File: config.mk
export PLATFORM = sky130hd
export DESIGN_NAME = timer_capture_pwm
export DESIGN_NICKNAME = d
export VERILOG_FILES = /design/src/inc/timer_capture_pwm_pkg.sv /design/src/hw/timer_capture_pwm.sv
export SDC_FILE = /design/constraint.sdc
export NUM_CORES = 1
export LEC_CHECK = 0
export BUFFER_PORTS_ARGS = -buffer_cell sky130_fd_sc_hd__buf_2
export CAP_MARGIN = 0
export CORE_UTILIZATION = 67
export DETAILED_ROUTE_END_ITERATION = 12
export MAX_ROUTING_LAYER = met4
export PLACE_DENSITY = 0.93
export SETUP_SLACK_MARGIN = 0.1
export SYNTH_ARGS = -nofsm -noshare
export SYNTH_HDL_FRONTEND = slang
export SYNTH_SLANG_ARGS = --single-unit
File: constraint.sdc
create_clock -name clk_sys_in -period 7.8 [get_ports clk_sys_in]
set_input_delay 1.17 -clock clk_sys_in [delete_from_list [all_inputs] [get_ports clk_sys_in]]
set_output_delay 1.17 -clock clk_sys_in [all_outputs]
set_load 0.01 [all_outputs]
File: src/inc/timer_capture_pwm_pkg.sv
// What this block does
// - counter reset bit clears counter, latch, prescaler
// - halt plus reset holds counter at zero
// - clock select divides bus clock or picks pin
// - high byte read latches low byte until read
// - match on period sets wrap flag, restarts
// - period high write suppresses wrap flag until low
// - channel flag on capture edge or compare match
// - channel flag clears by read then zero write
// - channel irq enable gates channel request
// - channel 0 buffered bit links both channels
// - edge level zero gives port control, preset
// - capture edges: rising, falling or either
// - unbuffered compare toggles, clears or sets pin
// - buffered compare toggles, clears or sets pin
// - toggle on wrap flips compare pin at overflow
// - wrap action beats same count compare match
// - full duty bit forces 100 percent next cycle if toggle on wrap is off
// - capture high read blocks captures until low
// - compare high write blocks matches until low
// - channel value holds capture or compare value
// - halt bit stops counting, set by reset
// - wrap flag clears by read then zero write
package timer_capture_pwm_pkg;
    // ------------------------------------------------------------
    // register map (byte registers)
    // ------------------------------------------------------------
    localparam logic [3:0] ADDR_TIMER_CTRL = 4'h0;
    localparam logic [3:0] ADDR_COUNT_HIGH = 4'h1;
    localparam logic [3:0] ADDR_COUNT_LOW = 4'h2;
    localparam logic [3:0] ADDR_PERIOD_HIGH = 4'h3;
    localparam logic [3:0] ADDR_PERIOD_LOW = 4'h4;
    localparam logic [3:0] ADDR_CH_CTRL [2] = '{4'h5, 4'h8};
    localparam logic [3:0] ADDR_CH_HIGH [2] = '{4'h6, 4'h9};
    localparam logic [3:0] ADDR_CH_LOW [2] = '{4'h7, 4'hA};
    // ------------------------------------------------------------
    // timer control/status fields
    // ------------------------------------------------------------
    localparam int TC_WRAP_FLAG = 7;
    localparam int TC_WRAP_IE = 6;
    localparam int TC_HALT = 5;
    localparam int TC_RESET = 4;
    localparam int TC_PS_LSB = 0;
    localparam int PS_W = 3;
    localparam logic [2:0] PS_EXT_PIN = 3'h7;
    localparam logic [2:0] PS_RESET = 3'h0;
    localparam int PRESC_W = 6;
    localparam logic [15:0] PERIOD_RESET = 16'hFFFF;
    // ------------------------------------------------------------
    // channel control/status fields
    // ------------------------------------------------------------
    localparam int CC_FLAG = 7;
    localparam int CC_IE = 6;
    localparam int CC_BUF = 5;
    localparam int CC_MODE_A = 4;
    localparam int CC_ELS_LSB = 2;
    localparam int CC_TOV = 1;
    localparam int CC_MAX = 0;
    localparam logic [1:0] ELS_PORT = 2'h0;
    localparam logic [1:0] ELS_TOGGLE = 2'h1;
    localparam logic [1:0] ELS_CLEAR = 2'h2;
    localparam logic [1:0] ELS_SET = 2'h3;
endpackage : timer_capture_pwm_pkg

File: src/hw/timer_capture_pwm.sv
// The address map and the strobed register port are this design's own decisions.
`timescale 1ns/1ps
module timer_capture_pwm
    import timer_capture_pwm_pkg::*;
(
    input wire logic clk_sys_in,
    input wire logic rst_n_in,
    input wire logic [3:0] reg_addr_in,
    input wire logic [7:0] reg_wdata_in,
    input wire logic reg_wr_in,
    input wire logic reg_rd_in,
    output logic [7:0] reg_rdata_out,
    input wire logic external_count_clock_pin_in,
    input wire logic [1:0] channel_pin_in,
    output logic [1:0] channel_pin_out,
    output logic [1:0] channel_pin_oe_out,
    output logic wrap_irq_out,
    output logic [1:0] channel_irq_out
);
    // ------------------------------------------------------------
    // state
    // ------------------------------------------------------------
    logic halt_ff;
    logic wrap_flag_ff;
    logic wrap_arm_ff;
    logic wrap_ie_ff;
    logic [2:0] ps_ff;
    logic [PRESC_W-1:0] presc_ff;
    logic [15:0] cnt_ff;
    logic [7:0] low_latch_ff;
    logic latched_ff;
    logic [15:0] period_ff;
    logic period_inhibit_ff;
    logic buf_ff;
    logic act_sel_ff;
    logic pend_ff;
    logic [1:0][15:0] val_ff;
    logic [1:0] capblk_ff;
    logic [1:0] cmpblk_ff;
    logic [1:0] flag_ff;
    logic [1:0] arm_ff;
    logic [1:0] ie_ff;
    logic [1:0] mode_a_ff;
    logic [1:0][1:0] els_ff;
    logic [1:0] tov_ff;
    logic [1:0] max_ff;
    logic [1:0] max_eff_ff;
    logic [1:0] out_ff;
    logic ext_meta_ff;
    logic ext_sync_ff;
    logic ext_prev_ff;
    logic [1:0] pin_meta_ff;
    logic [1:0] pin_sync_ff;
    logic [1:0] pin_prev_ff;
    logic [7:0] nxt_rdata;
    logic [7:0] rdata_ff;

    // ------------------------------------------------------------
    // decode and counting strobes
    // ------------------------------------------------------------
    logic wr_tc;
    logic rd_tc;
    logic cnt_clear;
    logic presc_tick;
    logic src_tick;
    logic adv;
    logic at_period;
    logic wrap_evt;
    logic [15:0] nxt_cnt;
    logic [PRESC_W-1:0] presc_mask;

    assign wr_tc = reg_wr_in && (reg_addr_in == ADDR_TIMER_CTRL);
    assign rd_tc = reg_rd_in && (reg_addr_in == ADDR_TIMER_CTRL);
    assign cnt_clear = wr_tc && reg_wdata_in[TC_RESET];
    // divide by 2^n: tick when the low n prescaler bits are all ones
    assign presc_mask = ~({PRESC_W{1'b1}} << ps_ff);
    assign presc_tick = ((presc_ff & presc_mask) == presc_mask);
    assign src_tick = (ps_ff == PS_EXT_PIN) ? (ext_sync_ff && !ext_prev_ff) : presc_tick;
    assign adv = src_tick && !halt_ff && !cnt_clear;
    assign at_period = (cnt_ff == period_ff);
    assign wrap_evt = adv && at_period;
    assign nxt_cnt = at_period ? 16'h0000 : cnt_ff + 16'h0001;

    // ------------------------------------------------------------
    // pin synchronisers
    // ------------------------------------------------------------
    // two stages before any logic, third stage for edge detect
    always_ff @(posedge clk_sys_in or negedge rst_n_in) begin
        if (!rst_n_in) begin
            ext_meta_ff <= 1'b0;
            ext_sync_ff <= 1'b0;
            ext_prev_ff <= 1'b0;
            pin_meta_ff <= 2'h0;
            pin_sync_ff <= 2'h0;
            pin_prev_ff <= 2'h0;
        end else begin
            ext_meta_ff <= external_count_clock_pin_in;
            ext_sync_ff <= ext_meta_ff;
            ext_prev_ff <= ext_sync_ff;
            pin_meta_ff <= channel_pin_in;
            pin_sync_ff <= pin_meta_ff;
            pin_prev_ff <= pin_sync_ff;
        end
    end

    // ------------------------------------------------------------
    // timer control register
    // ------------------------------------------------------------
    // halt, enable and clock select; reset bit is a pulse only
    always_ff @(posedge clk_sys_in or negedge rst_n_in) begin
        if (!rst_n_in) begin
            halt_ff <= 1'b1;
            wrap_ie_ff <= 1'b0;
            ps_ff <= PS_RESET;
        end else if (wr_tc) begin
            halt_ff <= reg_wdata_in[TC_HALT];
            wrap_ie_ff <= reg_wdata_in[TC_WRAP_IE];
            ps_ff <= reg_wdata_in[TC_PS_LSB +: PS_W];
        end
    end

    // wrap flag: set wins, clear needs a prior read with flag set
    always_ff @(posedge clk_sys_in or negedge rst_n_in) begin
        if (!rst_n_in) begin
            wrap_flag_ff <= 1'b0;
            wrap_arm_ff <= 1'b0;
        end else if (wrap_evt && !period_inhibit_ff) begin
            wrap_flag_ff <= 1'b1;
            wrap_arm_ff <= 1'b0;
        end else if (wr_tc) begin
            if (!reg_wdata_in[TC_WRAP_FLAG] && wrap_arm_ff) begin
                wrap_flag_ff <= 1'b0;
            end
            wrap_arm_ff <= 1'b0;
        end else if (rd_tc && wrap_flag_ff) begin
            wrap_arm_ff <= 1'b1;
        end
    end

    // ------------------------------------------------------------
    // prescaler and counter
    // ------------------------------------------------------------
    always_ff @(posedge clk_sys_in or negedge rst_n_in) begin
        if (!rst_n_in) begin
            presc_ff <= '0;
        end else if (cnt_clear) begin
            presc_ff <= '0;
        end else if (!halt_ff) begin
            presc_ff <= presc_ff + 1'b1;
        end
    end

    // a clear overrides counting; with halt set it parks at zero
    always_ff @(posedge clk_sys_in or negedge rst_n_in) begin
        if (!rst_n_in) begin
            cnt_ff <= 16'h0000;
        end else if (cnt_clear) begin
            cnt_ff <= 16'h0000;
        end else if (adv) begin
            cnt_ff <= nxt_cnt;
        end
    end

    // low byte snapshot taken by a high byte read
    always_ff @(posedge clk_sys_in or negedge rst_n_in) begin
        if (!rst_n_in) begin
            low_latch_ff <= 8'h00;
            latched_ff <= 1'b0;
        end else if (cnt_clear) begin
            low_latch_ff <= 8'h00;
            latched_ff <= 1'b0;
        end else if (reg_rd_in && reg_addr_in == ADDR_COUNT_HIGH && !latched_ff) begin
            low_latch_ff <= cnt_ff[7:0];
            latched_ff <= 1'b1;
        end else if (reg_rd_in && reg_addr_in == ADDR_COUNT_LOW) begin
            latched_ff <= 1'b0;
        end
    end

    // period register; high write suppresses wrap flag until low write
    always_ff @(posedge clk_sys_in or negedge rst_n_in) begin
        if (!rst_n_in) begin
            period_ff <= PERIOD_RESET;
            period_inhibit_ff <= 1'b0;
        end else if (reg_wr_in && reg_addr_in == ADDR_PERIOD_HIGH) begin
            period_ff[15:8] <= reg_wdata_in;
            period_inhibit_ff <= 1'b1;
        end else if (reg_wr_in && reg_addr_in == ADDR_PERIOD_LOW) begin
            period_ff[7:0] <= reg_wdata_in;
            period_inhibit_ff <= 1'b0;
        end
    end

    // ------------------------------------------------------------
    // buffered linking of the two channels
    // ------------------------------------------------------------
    // buffered bit lives in channel 0 control only
    always_ff @(posedge clk_sys_in or negedge rst_n_in) begin
        if (!rst_n_in) begin
            buf_ff <= 1'b0;
        end else if (reg_wr_in && reg_addr_in == ADDR_CH_CTRL[0]) begin
            buf_ff <= reg_wdata_in[CC_BUF];
        end
    end

    // writing the idle register's low byte queues a swap at wrap
    always_ff @(posedge clk_sys_in or negedge rst_n_in) begin
        if (!rst_n_in) begin
            act_sel_ff <= 1'b0;
            pend_ff <= 1'b0;
        end else if (!buf_ff) begin
            act_sel_ff <= 1'b0;
            pend_ff <= 1'b0;
        end else if (wrap_evt && pend_ff) begin
            act_sel_ff <= !act_sel_ff;
            pend_ff <= 1'b0;
        end else if (reg_wr_in && reg_addr_in == ADDR_CH_LOW[!act_sel_ff]) begin
            pend_ff <= 1'b1;
        end
    end

    // ------------------------------------------------------------
    // channels
    // ------------------------------------------------------------
    for (genvar c = 0; c < 2; c++) begin : g_chan
        logic disabled;
        logic is_capture;
        logic is_compare;
        logic sel_ch;
        logic [15:0] cmp_val;
        logic cmp_blk;
        logic match;
        logic cap;
        logic evt;
        logic wr_ctrl;
        logic rd_ctrl;
        logic force_full;
        logic [1:0] els;

        assign els = els_ff[c];
        // channel 1 control is switched off while linked
        assign disabled = (c == 1) && buf_ff;
        assign wr_ctrl = reg_wr_in && reg_addr_in == ADDR_CH_CTRL[c] && !disabled;
        assign rd_ctrl = reg_rd_in && reg_addr_in == ADDR_CH_CTRL[c];
        assign is_capture = !disabled && els != ELS_PORT && !mode_a_ff[c]
                            && !((c == 0) && buf_ff);
        assign is_compare = !disabled && els != ELS_PORT && !is_capture;
        // linked channel 0 compares against the active buffer
        assign sel_ch = ((c == 0) && buf_ff) ? act_sel_ff : 1'(c);
        assign cmp_val = val_ff[sel_ch];
        assign cmp_blk = cmpblk_ff[sel_ch];
        assign match = is_compare && adv && nxt_cnt == cmp_val && !cmp_blk;
        assign cap = is_capture && ((els[0] && pin_sync_ff[c] && !pin_prev_ff[c])
                     || (els[1] && !pin_sync_ff[c] && pin_prev_ff[c]));
        assign evt = match || cap;
        assign force_full = !tov_ff[c] && max_eff_ff[c];

        // control register fields
        always_ff @(posedge clk_sys_in or negedge rst_n_in) begin
            if (!rst_n_in) begin
                ie_ff[c] <= 1'b0;
                mode_a_ff[c] <= 1'b0;
                els_ff[c] <= ELS_PORT;
                tov_ff[c] <= 1'b0;
                max_ff[c] <= 1'b0;
            end else if (wr_ctrl) begin
                ie_ff[c] <= reg_wdata_in[CC_IE];
                mode_a_ff[c] <= reg_wdata_in[CC_MODE_A];
                els_ff[c] <= reg_wdata_in[CC_ELS_LSB +: 2];
                tov_ff[c] <= reg_wdata_in[CC_TOV];
                max_ff[c] <= reg_wdata_in[CC_MAX];
            end
        end

        // event flag: set wins over a clear in the same cycle
        always_ff @(posedge clk_sys_in or negedge rst_n_in) begin
            if (!rst_n_in) begin
                flag_ff[c] <= 1'b0;
                arm_ff[c] <= 1'b0;
            end else if (evt) begin
                flag_ff[c] <= 1'b1;
                arm_ff[c] <= 1'b0;
            end else if (wr_ctrl) begin
                if (!reg_wdata_in[CC_FLAG] && arm_ff[c]) begin
                    flag_ff[c] <= 1'b0;
                end
                arm_ff[c] <= 1'b0;
            end else if (rd_ctrl && flag_ff[c] && !disabled) begin
                arm_ff[c] <= 1'b1;
            end
        end

        // value register with capture and compare blocking
        always_ff @(posedge clk_sys_in or negedge rst_n_in) begin
            if (!rst_n_in) begin
                capblk_ff[c] <= 1'b0;
                cmpblk_ff[c] <= 1'b0;
            end else if (reg_rd_in && reg_addr_in == ADDR_CH_HIGH[c] && is_capture) begin
                capblk_ff[c] <= 1'b1;
            end else if (reg_rd_in && reg_addr_in == ADDR_CH_LOW[c]) begin
                capblk_ff[c] <= 1'b0;
            end else if (reg_wr_in && reg_addr_in == ADDR_CH_HIGH[c] && !is_capture) begin
                cmpblk_ff[c] <= 1'b1;
            end else if (reg_wr_in && reg_addr_in == ADDR_CH_LOW[c]) begin
                cmpblk_ff[c] <= 1'b0;
            end
        end

        // contents undefined after reset, so no reset branch
        always_ff @(posedge clk_sys_in) begin
            if (cap && !capblk_ff[c]) begin
                val_ff[c] <= cnt_ff;
            end else if (reg_wr_in && reg_addr_in == ADDR_CH_HIGH[c]) begin
                val_ff[c][15:8] <= reg_wdata_in;
            end else if (reg_wr_in && reg_addr_in == ADDR_CH_LOW[c]) begin
                val_ff[c][7:0] <= reg_wdata_in;
            end
        end

        // full duty takes hold at the next pwm cycle boundary
        always_ff @(posedge clk_sys_in or negedge rst_n_in) begin
            if (!rst_n_in) begin
                max_eff_ff[c] <= 1'b0;
            end else if (wrap_evt || !is_compare) begin
                max_eff_ff[c] <= max_ff[c];
            end
        end

        // output level: preset, forced, wrap toggle, then match action
        always_ff @(posedge clk_sys_in or negedge rst_n_in) begin
            if (!rst_n_in) begin
                out_ff[c] <= 1'b1;
            end else if (els == ELS_PORT) begin
                out_ff[c] <= !mode_a_ff[c];
            end else if (!is_compare) begin
                out_ff[c] <= out_ff[c];
            end else if (force_full) begin
                out_ff[c] <= (els != ELS_SET);
            end else if (wrap_evt && tov_ff[c]) begin
                out_ff[c] <= !out_ff[c];
            end else if (match) begin
                case (els)
                    ELS_TOGGLE: out_ff[c] <= !out_ff[c];
                    ELS_CLEAR: out_ff[c] <= 1'b0;
                    ELS_SET: out_ff[c] <= 1'b1;
                    default: out_ff[c] <= out_ff[c];
                endcase
            end
        end

        assign channel_pin_out[c] = out_ff[c];
        assign channel_pin_oe_out[c] = is_compare;
        assign channel_irq_out[c] = flag_ff[c] && ie_ff[c];
    end

    assign wrap_irq_out = wrap_flag_ff && wrap_ie_ff;

    // ------------------------------------------------------------
    // read data path
    // ------------------------------------------------------------
    // unmapped addresses read as zero
    always_comb begin
        nxt_rdata = 8'h00;
        case (reg_addr_in)
            ADDR_TIMER_CTRL: begin
                nxt_rdata[TC_WRAP_FLAG] = wrap_flag_ff;
                nxt_rdata[TC_WRAP_IE] = wrap_ie_ff;
                nxt_rdata[TC_HALT] = halt_ff;
                nxt_rdata[TC_PS_LSB +: PS_W] = ps_ff;             // reset bit reads zero
            end
            ADDR_COUNT_HIGH: nxt_rdata = cnt_ff[15:8];
            ADDR_COUNT_LOW: nxt_rdata = latched_ff ? low_latch_ff : cnt_ff[7:0];
            ADDR_PERIOD_HIGH: nxt_rdata = period_ff[15:8];
            ADDR_PERIOD_LOW: nxt_rdata = period_ff[7:0];
            ADDR_CH_CTRL[0]: nxt_rdata = {flag_ff[0], ie_ff[0], buf_ff, mode_a_ff[0],
                                          els_ff[0], tov_ff[0], max_ff[0]};
            ADDR_CH_CTRL[1]: nxt_rdata = {flag_ff[1], ie_ff[1], 1'b0, mode_a_ff[1],
                                          els_ff[1], tov_ff[1], max_ff[1]};
            ADDR_CH_HIGH[0]: nxt_rdata = val_ff[0][15:8];
            ADDR_CH_LOW[0]: nxt_rdata = val_ff[0][7:0];
            ADDR_CH_HIGH[1]: nxt_rdata = val_ff[1][15:8];
            ADDR_CH_LOW[1]: nxt_rdata = val_ff[1][7:0];
            default: nxt_rdata = 8'h00;
        endcase
    end

    // read data stands only in the cycle after the strobe
    always_ff @(posedge clk_sys_in or negedge rst_n_in) begin
        if (!rst_n_in) begin
            rdata_ff <= 8'h00;
        end else if (reg_rd_in) begin
            rdata_ff <= nxt_rdata;
        end else begin
            rdata_ff <= 8'h00;
        end
    end

    assign reg_rdata_out = rdata_ff;
endmodule : timer_capture_pwm

=== Word level (Yosys, flattened, before mapping) ===
Index checks and enable logic that the tools add are counted.

* $add $sub $neg: 2
* $lt $le $gt $ge: 2
* Eq/ne operators: 29
* Shift operators: 1
* Multiplexer cells: 77
* Bitwise gates (word level): 8
* Reductions and logical operators: 144

{| class="wikitable"
|+ Operators by type and width
! operator !! count
|-
| 16-bit 2-to-1 mux || 7
|-
| 8-bit 2-to-1 mux || 10
|-
| 1-bit logical AND || 70
|-
| 3-bit one-hot mux with 11 select lines || 2
|-
| 1-bit 2-to-1 mux || 50
|-
| 16-bit equality test || 3
|-
| 2-bit nonzero test || 21
|-
| 1-bit logical NOT || 26
|-
| 2-bit one-hot mux with 10 select lines || 1
|-
| 16-bit by 1-bit adder with 16-bit output, second input constant || 1
|-
| 4-bit by 3-bit equality test with 1-bit output, second input constant || 4
|-
| 4-bit equality test, second input constant || 3
|-
| 4-bit 2-to-1 mux || 3
|-
| 6-bit 2-to-1 mux || 2
|-
| 2-bit AND reduction || 6
|-
| 3-bit AND reduction || 4
|-
| 3-bit nonzero test || 4
|-
| 6-bit nonzero test || 2
|-
| 2-bit equality test, second input constant || 4
|-
| 4-bit by 2-bit equality test with 1-bit output, second input constant || 2
|-
| 2-bit by 1-bit inequality test with 1-bit output, second input constant || 4
|-
| 4-bit nonzero test || 2
|-
| 6-bit by 1-bit adder with 6-bit output, second input constant || 1
|-
| 6-bit bitwise AND || 1
|-
| 17 further kinds || 30
|}

* Bits in registers: 131
* Input port bits: 19
* Output and inout bits: 15
* Logic and storage cells: 311

=== Depth between registers and ports, before layout ===
* Depth in word-level cells: 15
* Mapped depth: 13
* Depth with buffers taken out: 10

=== Worst setup path after synthesis ===
No wires, ideal clock.

* Path kind: input to register
* Start point: input reg_addr_in[3]
* End point: register cnt_ff[9]
* Library setup time: 136 ps
* Data arrival time: 2918 ps
* Setup slack: 4746 ps
* Stages on the path: 9
* Buffers on the path: 4
* Path through: clkbuf_1 nor4_1 clkbuf_1 and3_1 clkbuf_1 nor2_1 clkbuf_1 o21ai_0 o31ai_1

* Cells in the longest elaborated chain, start to end: 6
* Elaborated cells on any way between the ends: 7
* Classes of those cells: mux: 1; reduce/logical: 6

{| class="wikitable"
|+ Ends and longest elaborated chain
! element !! line !! RTL
|-
| start: declaration || timer_capture_pwm.sv:8 || <nowiki>input wire logic [3:0] reg_addr_in,</nowiki>
|-
| 4-bit logical NOT * || timer_capture_pwm.sv:72 || <nowiki>assign wr_tc = reg_wr_in && (reg_addr_in == ADDR_TIMER_CTRL);</nowiki>
|-
| 1-bit logical AND * || timer_capture_pwm.sv:72 ||
|-
| 1-bit logical AND * || timer_capture_pwm.sv:74 || <nowiki>assign cnt_clear = wr_tc && reg_wdata_in[TC_RESET];</nowiki>
|-
| 1-bit logical NOT || timer_capture_pwm.sv:79 || <nowiki>assign adv = src_tick && !halt_ff && !cnt_clear;</nowiki>
|-
| 1-bit logical AND || timer_capture_pwm.sv:79 ||
|-
| 2-bit nonzero test (no source line) || - ||
|-
| end signal: assignment || timer_capture_pwm.sv:160 || <nowiki>cnt_ff <= nxt_cnt;</nowiki>
|-
| end: declaration || timer_capture_pwm.sv:29 || <nowiki>logic [15:0] cnt_ff;</nowiki>
|}

Every way passes the cells marked *; elsewhere a longest branch is shown, timed or not.
A chain may end at the register's enable or synchronous reset.

=== Worst setup path after layout ===
* Start point: register cnt_ff[2]
* End point: register out_ff[0], in the netlist channel_pin_out[0]

* Cells in the longest elaborated chain, start to end: 7
* Elaborated cells on any way between the ends: 15
* Classes of those cells: add/sub: 1; eq/ne: 2; mux: 5; reduce/logical: 7

{| class="wikitable"
|+ Ends and longest elaborated chain
! element !! line !! RTL
|-
| 16-bit by 1-bit adder with 16-bit output / 16-bit equality test (equally long branches) || timer_capture_pwm.sv:82, timer_capture_pwm.sv:80 ||
|-
| 16-bit 2-to-1 mux / 1-bit logical AND (equally long branches) || timer_capture_pwm.sv:82, timer_capture_pwm.sv:81 ||
|-
| 16-bit equality test / 1-bit logical AND (equally long branches) || timer_capture_pwm.sv:252, timer_capture_pwm.sv:339 ||
|-
| 1-bit logical AND / 1-bit 2-to-1 mux (equally long branches) || timer_capture_pwm.sv:252, timer_capture_pwm.sv:339 ||
|-
| 1-bit logical AND / 1-bit 2-to-1 mux (equally long branches) || timer_capture_pwm.sv:252, timer_capture_pwm.sv:337 ||
|-
| 4-bit nonzero test (no source line) / 1-bit 2-to-1 mux (equally long branches) || - ||
|-
| 3-bit AND reduction (no source line) / 1-bit 2-to-1 mux (equally long branches) || - ||
|-
| end signal: indexed assignment || timer_capture_pwm.sv:334 || <nowiki>out_ff[c] <= !mode_a_ff[c];</nowiki>
|-
| end signal: indexed assignment || timer_capture_pwm.sv:336 || <nowiki>out_ff[c] <= out_ff[c];</nowiki>
|-
| end signal: indexed assignment || timer_capture_pwm.sv:338 || <nowiki>out_ff[c] <= (els != ELS_SET);</nowiki>
|-
| end: declaration || timer_capture_pwm.sv:48 || <nowiki>logic [1:0] out_ff;</nowiki>
|}

Several ways; a longest one is shown, not always the timed one. The select of a mux whose other input is x is not followed.

==> implementation parameters <==
Parameter                              Value

Run status
  Outcome    finished clean

GRT
  Number of antenna violations at the first check in global routing    0
  Via count of the first global-routing pass    6,926
  Pin count of the biggest net entering global routing    62
  Global route overflow    0
  First-pass GRT wire length    41,400 um
  Overall Global Routing Usage    45.8%

Timing
  Worst Clk Skew    0.0128 ns
  Max frequency    218 MHz
  Final-layout setup total negative slack    0 ns
  Final count of negative-setup-slack endpoints    0
  Worst hold margin    0.357 ns
  Period minus WS final    4.58 ns
  RSZ-0062 raised after global routing    false
  Crit share post-route    58.7%
  Slew at the pin closest to its max-slew limit    1.19 ns
  Number of hold violations in the final report    0
  Slew headroom    19.9%
  Count of pins over their slew limit    0

Hold path
  HP Start    pin_meta_ff[0]$_DFF_PN0_
  Worst min path class    reg2reg
  Worst-case hold path end point    pin_sync_ff[0]$_DFF_PN0_
  Count of cells along the worst hold path    0

Critical path
  WS Path Type    reg2reg
  Maximum net fanout on the critical path    20
  Reg-to-Reg Start    cnt_ff[2]$_DFFE_PN0P_
  Register-to-register path setup slack    3.22 ns
  Endpoint required time on the critical path    8.14 ns
  Number of cells traversed by the worst register-to-register path    9
  Kind of capture point of the worst setup path    flop
  Worst EP arrival    4.92 ns
  Reg-to-reg critical path endpoint    channel_pin_out[0]$_DFFE_PN1P_
  Category of the worst setup path launch point    flop

Synthesis
  Yosys Warn Count    0
  Most frequent cells after synthesis    dfrtp_1 (80), mux2_2 (75), nand2_1 (57), o21ai_0 (54), nor2_1 (47)
  Most instantiated flip-flop cell in the synthesis netlist    dfrtp_1
  Top cells by area, synth    dfrtp_1 (25%), edfxtp_1 (12%), mux2_2 (10%)
  Average size of a mapped cell    10.1 um^2
  Total standard cell area after synthesis    8140 um^2
  Post-Synthesis Cells    808
  Synth area leader    dfrtp_1
  Sequential area share after synthesis    42.5%
  Fraction of synthesized cell area taken by the top area cell type    24.6%
  Count of different cell masters after synthesis    74
  Syn nets    833
  Share of synthesized flip-flops with an asynchronous set or reset    75.6%
  Post-synth EDFFs    32
  Most instantiated library cell after synthesis    dfrtp_1
  Flop and latch count out of synthesis    131

Final layout
  Total non-filler cell area in the finished layout    8840 um^2
  Post-synthesis to final-layout area growth    8.59%
  Fraction of final layout cells sized beyond drive strength 1    22.7%
  # nets final    836
  Antenna cells    0

Clock network
  Post-CTS Repair Setup Buffers    0
  Resize count post-CTS    0
  Skew-Pair Late Insertion Delay    0.43 ns
  Clock root buffer    clkbuf_16
  Sinks on Clock Net    131
  Clock tree from TritonCTS    done
  Number of buffers created by CTS    17
  Number of levels the H-tree was split into    4
  Count of hold-fix buffers inserted at cts    0
  Clock input transition at the sequential cells of the worst setup and hold paths    0.05 ns
  Buffer depth of the longest clock path    2

Die
  Height of the die    112 um
  Die X    112 um
  Floorplan Core Area    11,600 um^2
  Area enclosed by the die boundary    12,600 um^2
  Number of primary I/O pins    34
  FP Rows    39
  Initial Util    70.1%

Pwr
  IR Drop Worst-Case VDD    0.229 mV
  Standby leakage power    3.58 nW
  Pwr/cell area    274 nW/um^2

Route
  Detailed-routing iteration count for the pre-antenna-repair pass    6
  DRT Wirelength    26,400 um
  Total via count after detailed routing    7,151
  Routed Antenna Nets    0
  Initial DRC Count    1,134
  Vias per Instance    7.40
  Drt drc    0
  Drt wl/cell    27.3 um

Placement
  Placer congestion estimate    0.998
  Port buffer count    33
  Placed instance area    8270 um^2
  HPWL after detailed placement    18,500 um

Flow run
  Count of maximum capacitance violations    0
==> stage by stage <==
stage               utilization, %  power, W  setup WS, ns  cells
floorplan                        -   0.00143          4.75    808
global placement              71.2   0.00158          3.62    935
detailed placement            71.2   0.00162          3.54    935
CTS                           76.1   0.00239          3.36    967
global route                  76.1   0.00251          2.96    967
finish                        76.1   0.00242          3.22    967
==> per-layer routing <==
metal  track usage [%]  up-vias  wire length [um]
li1                  -     3033                 -
met1              59.4     3451              9710
met2              66.3      562             11700
met3              12.6      105              3470
met4              23.1        0              1530
met5                 -        -                 0
==> cell families (layout without fill, tap and decap cells) <==
logic type	count (synthesis)	in the layout	synth area share, %
and+or+nand+nor	259	259	17.2
AOI/OAI and AO/OA	181	181	15.3
DFF	131	131	42.5
muxes	106	106	14.2
buffers and inverters	76	92	4.32
xor gates and xnor gates	49	49	5.61
adders and majority gates	6	6	0.922
==> final cells by class <==
cell class                      count  area (um^2)
Sequential cell                   131         3460
Inverter                           20         75.1
Fill cell                         807         2770
Clock inverter                      9         65.1
Clock buffer                       23          509
Multi-Input combinational cell    601         4330
Tap cell                          143          179
Timing Repair Buffer               40          220
==> registers in the layout, indices dropped and copies added (netlist names), 2 cells and up <==
register,count
cmpblk_ff,2
pin_sync_ff,2
pin_meta_ff,2
max_ff,2
g_chan.els,4
max_eff_ff,2
mode_a_ff,2
arm_ff,2
ie_ff,2
channel_pin_out,2
low_latch_ff,8
reg_rdata_out,8
cnt_ff,16
ps_ff,3
period_ff,16
val_ff,32
pin_prev_ff,2
flag_ff,2
capblk_ff,2
tov_ff,2
presc_ff,6
==> cells in the final DEF (no fill, tap or decap), drive strengths merged, types with 19 or more instances in the layout <==
cell type / n
inv: 25
xor2: 29
clkbuf: 23
dfstp: 19
dfrtp: 80
a21oi: 22
mux2: 75
edfxtp: 32
mux2i: 31
o21ai: 57
buf: 40
nor2: 47
nand3: 22
nand2: 57
nor3: 29
==> report_power, final <==
part           total, W  leakage, nW  switching [W]  internal (W)
sequential      0.00105         1.51       0.000203      0.000844
combinational  0.000599         1.78       0.000333      0.000266
clock          0.000773        0.290       0.000311      0.000462
total           0.00242         3.58       0.000847       0.00157
==> worst max-delay path, cell delays in order, from the launching register on <==
cell      delay [ns]
dfrtp_1         0.91
xor2_1          0.20
nor4_1          0.54
nand4_1         0.86
a21oi_1         0.44
o32ai_1         0.10
or4_1           0.54
a2111o_1        0.44
o21ai_2         0.20
mux2i_1         0.25
==> how the worst max path moves through the flow <==
stage,start,to,slack (ns)
2_1_floorplan,reg_addr_in[3],cnt_ff[9]$_DFFE_PN0P_,4.75
3_3_place_gp,cnt_ff[2]$_DFFE_PN0P_,channel_pin_out[0]$_DFFE_PN1P_,3.62
3_5_place_dp,cnt_ff[2]$_DFFE_PN0P_,channel_pin_out[0]$_DFFE_PN1P_,3.54
4_1_cts,cnt_ff[2]$_DFFE_PN0P_,channel_pin_out[0]$_DFFE_PN1P_,3.36
5_1_grt,cnt_ff[2]$_DFFE_PN0P_,channel_pin_out[0]$_DFFE_PN1P_,2.96
6_report,cnt_ff[2]$_DFFE_PN0P_,channel_pin_out[0]$_DFFE_PN1P_,3.22
(Power assumes the default switching activity.)
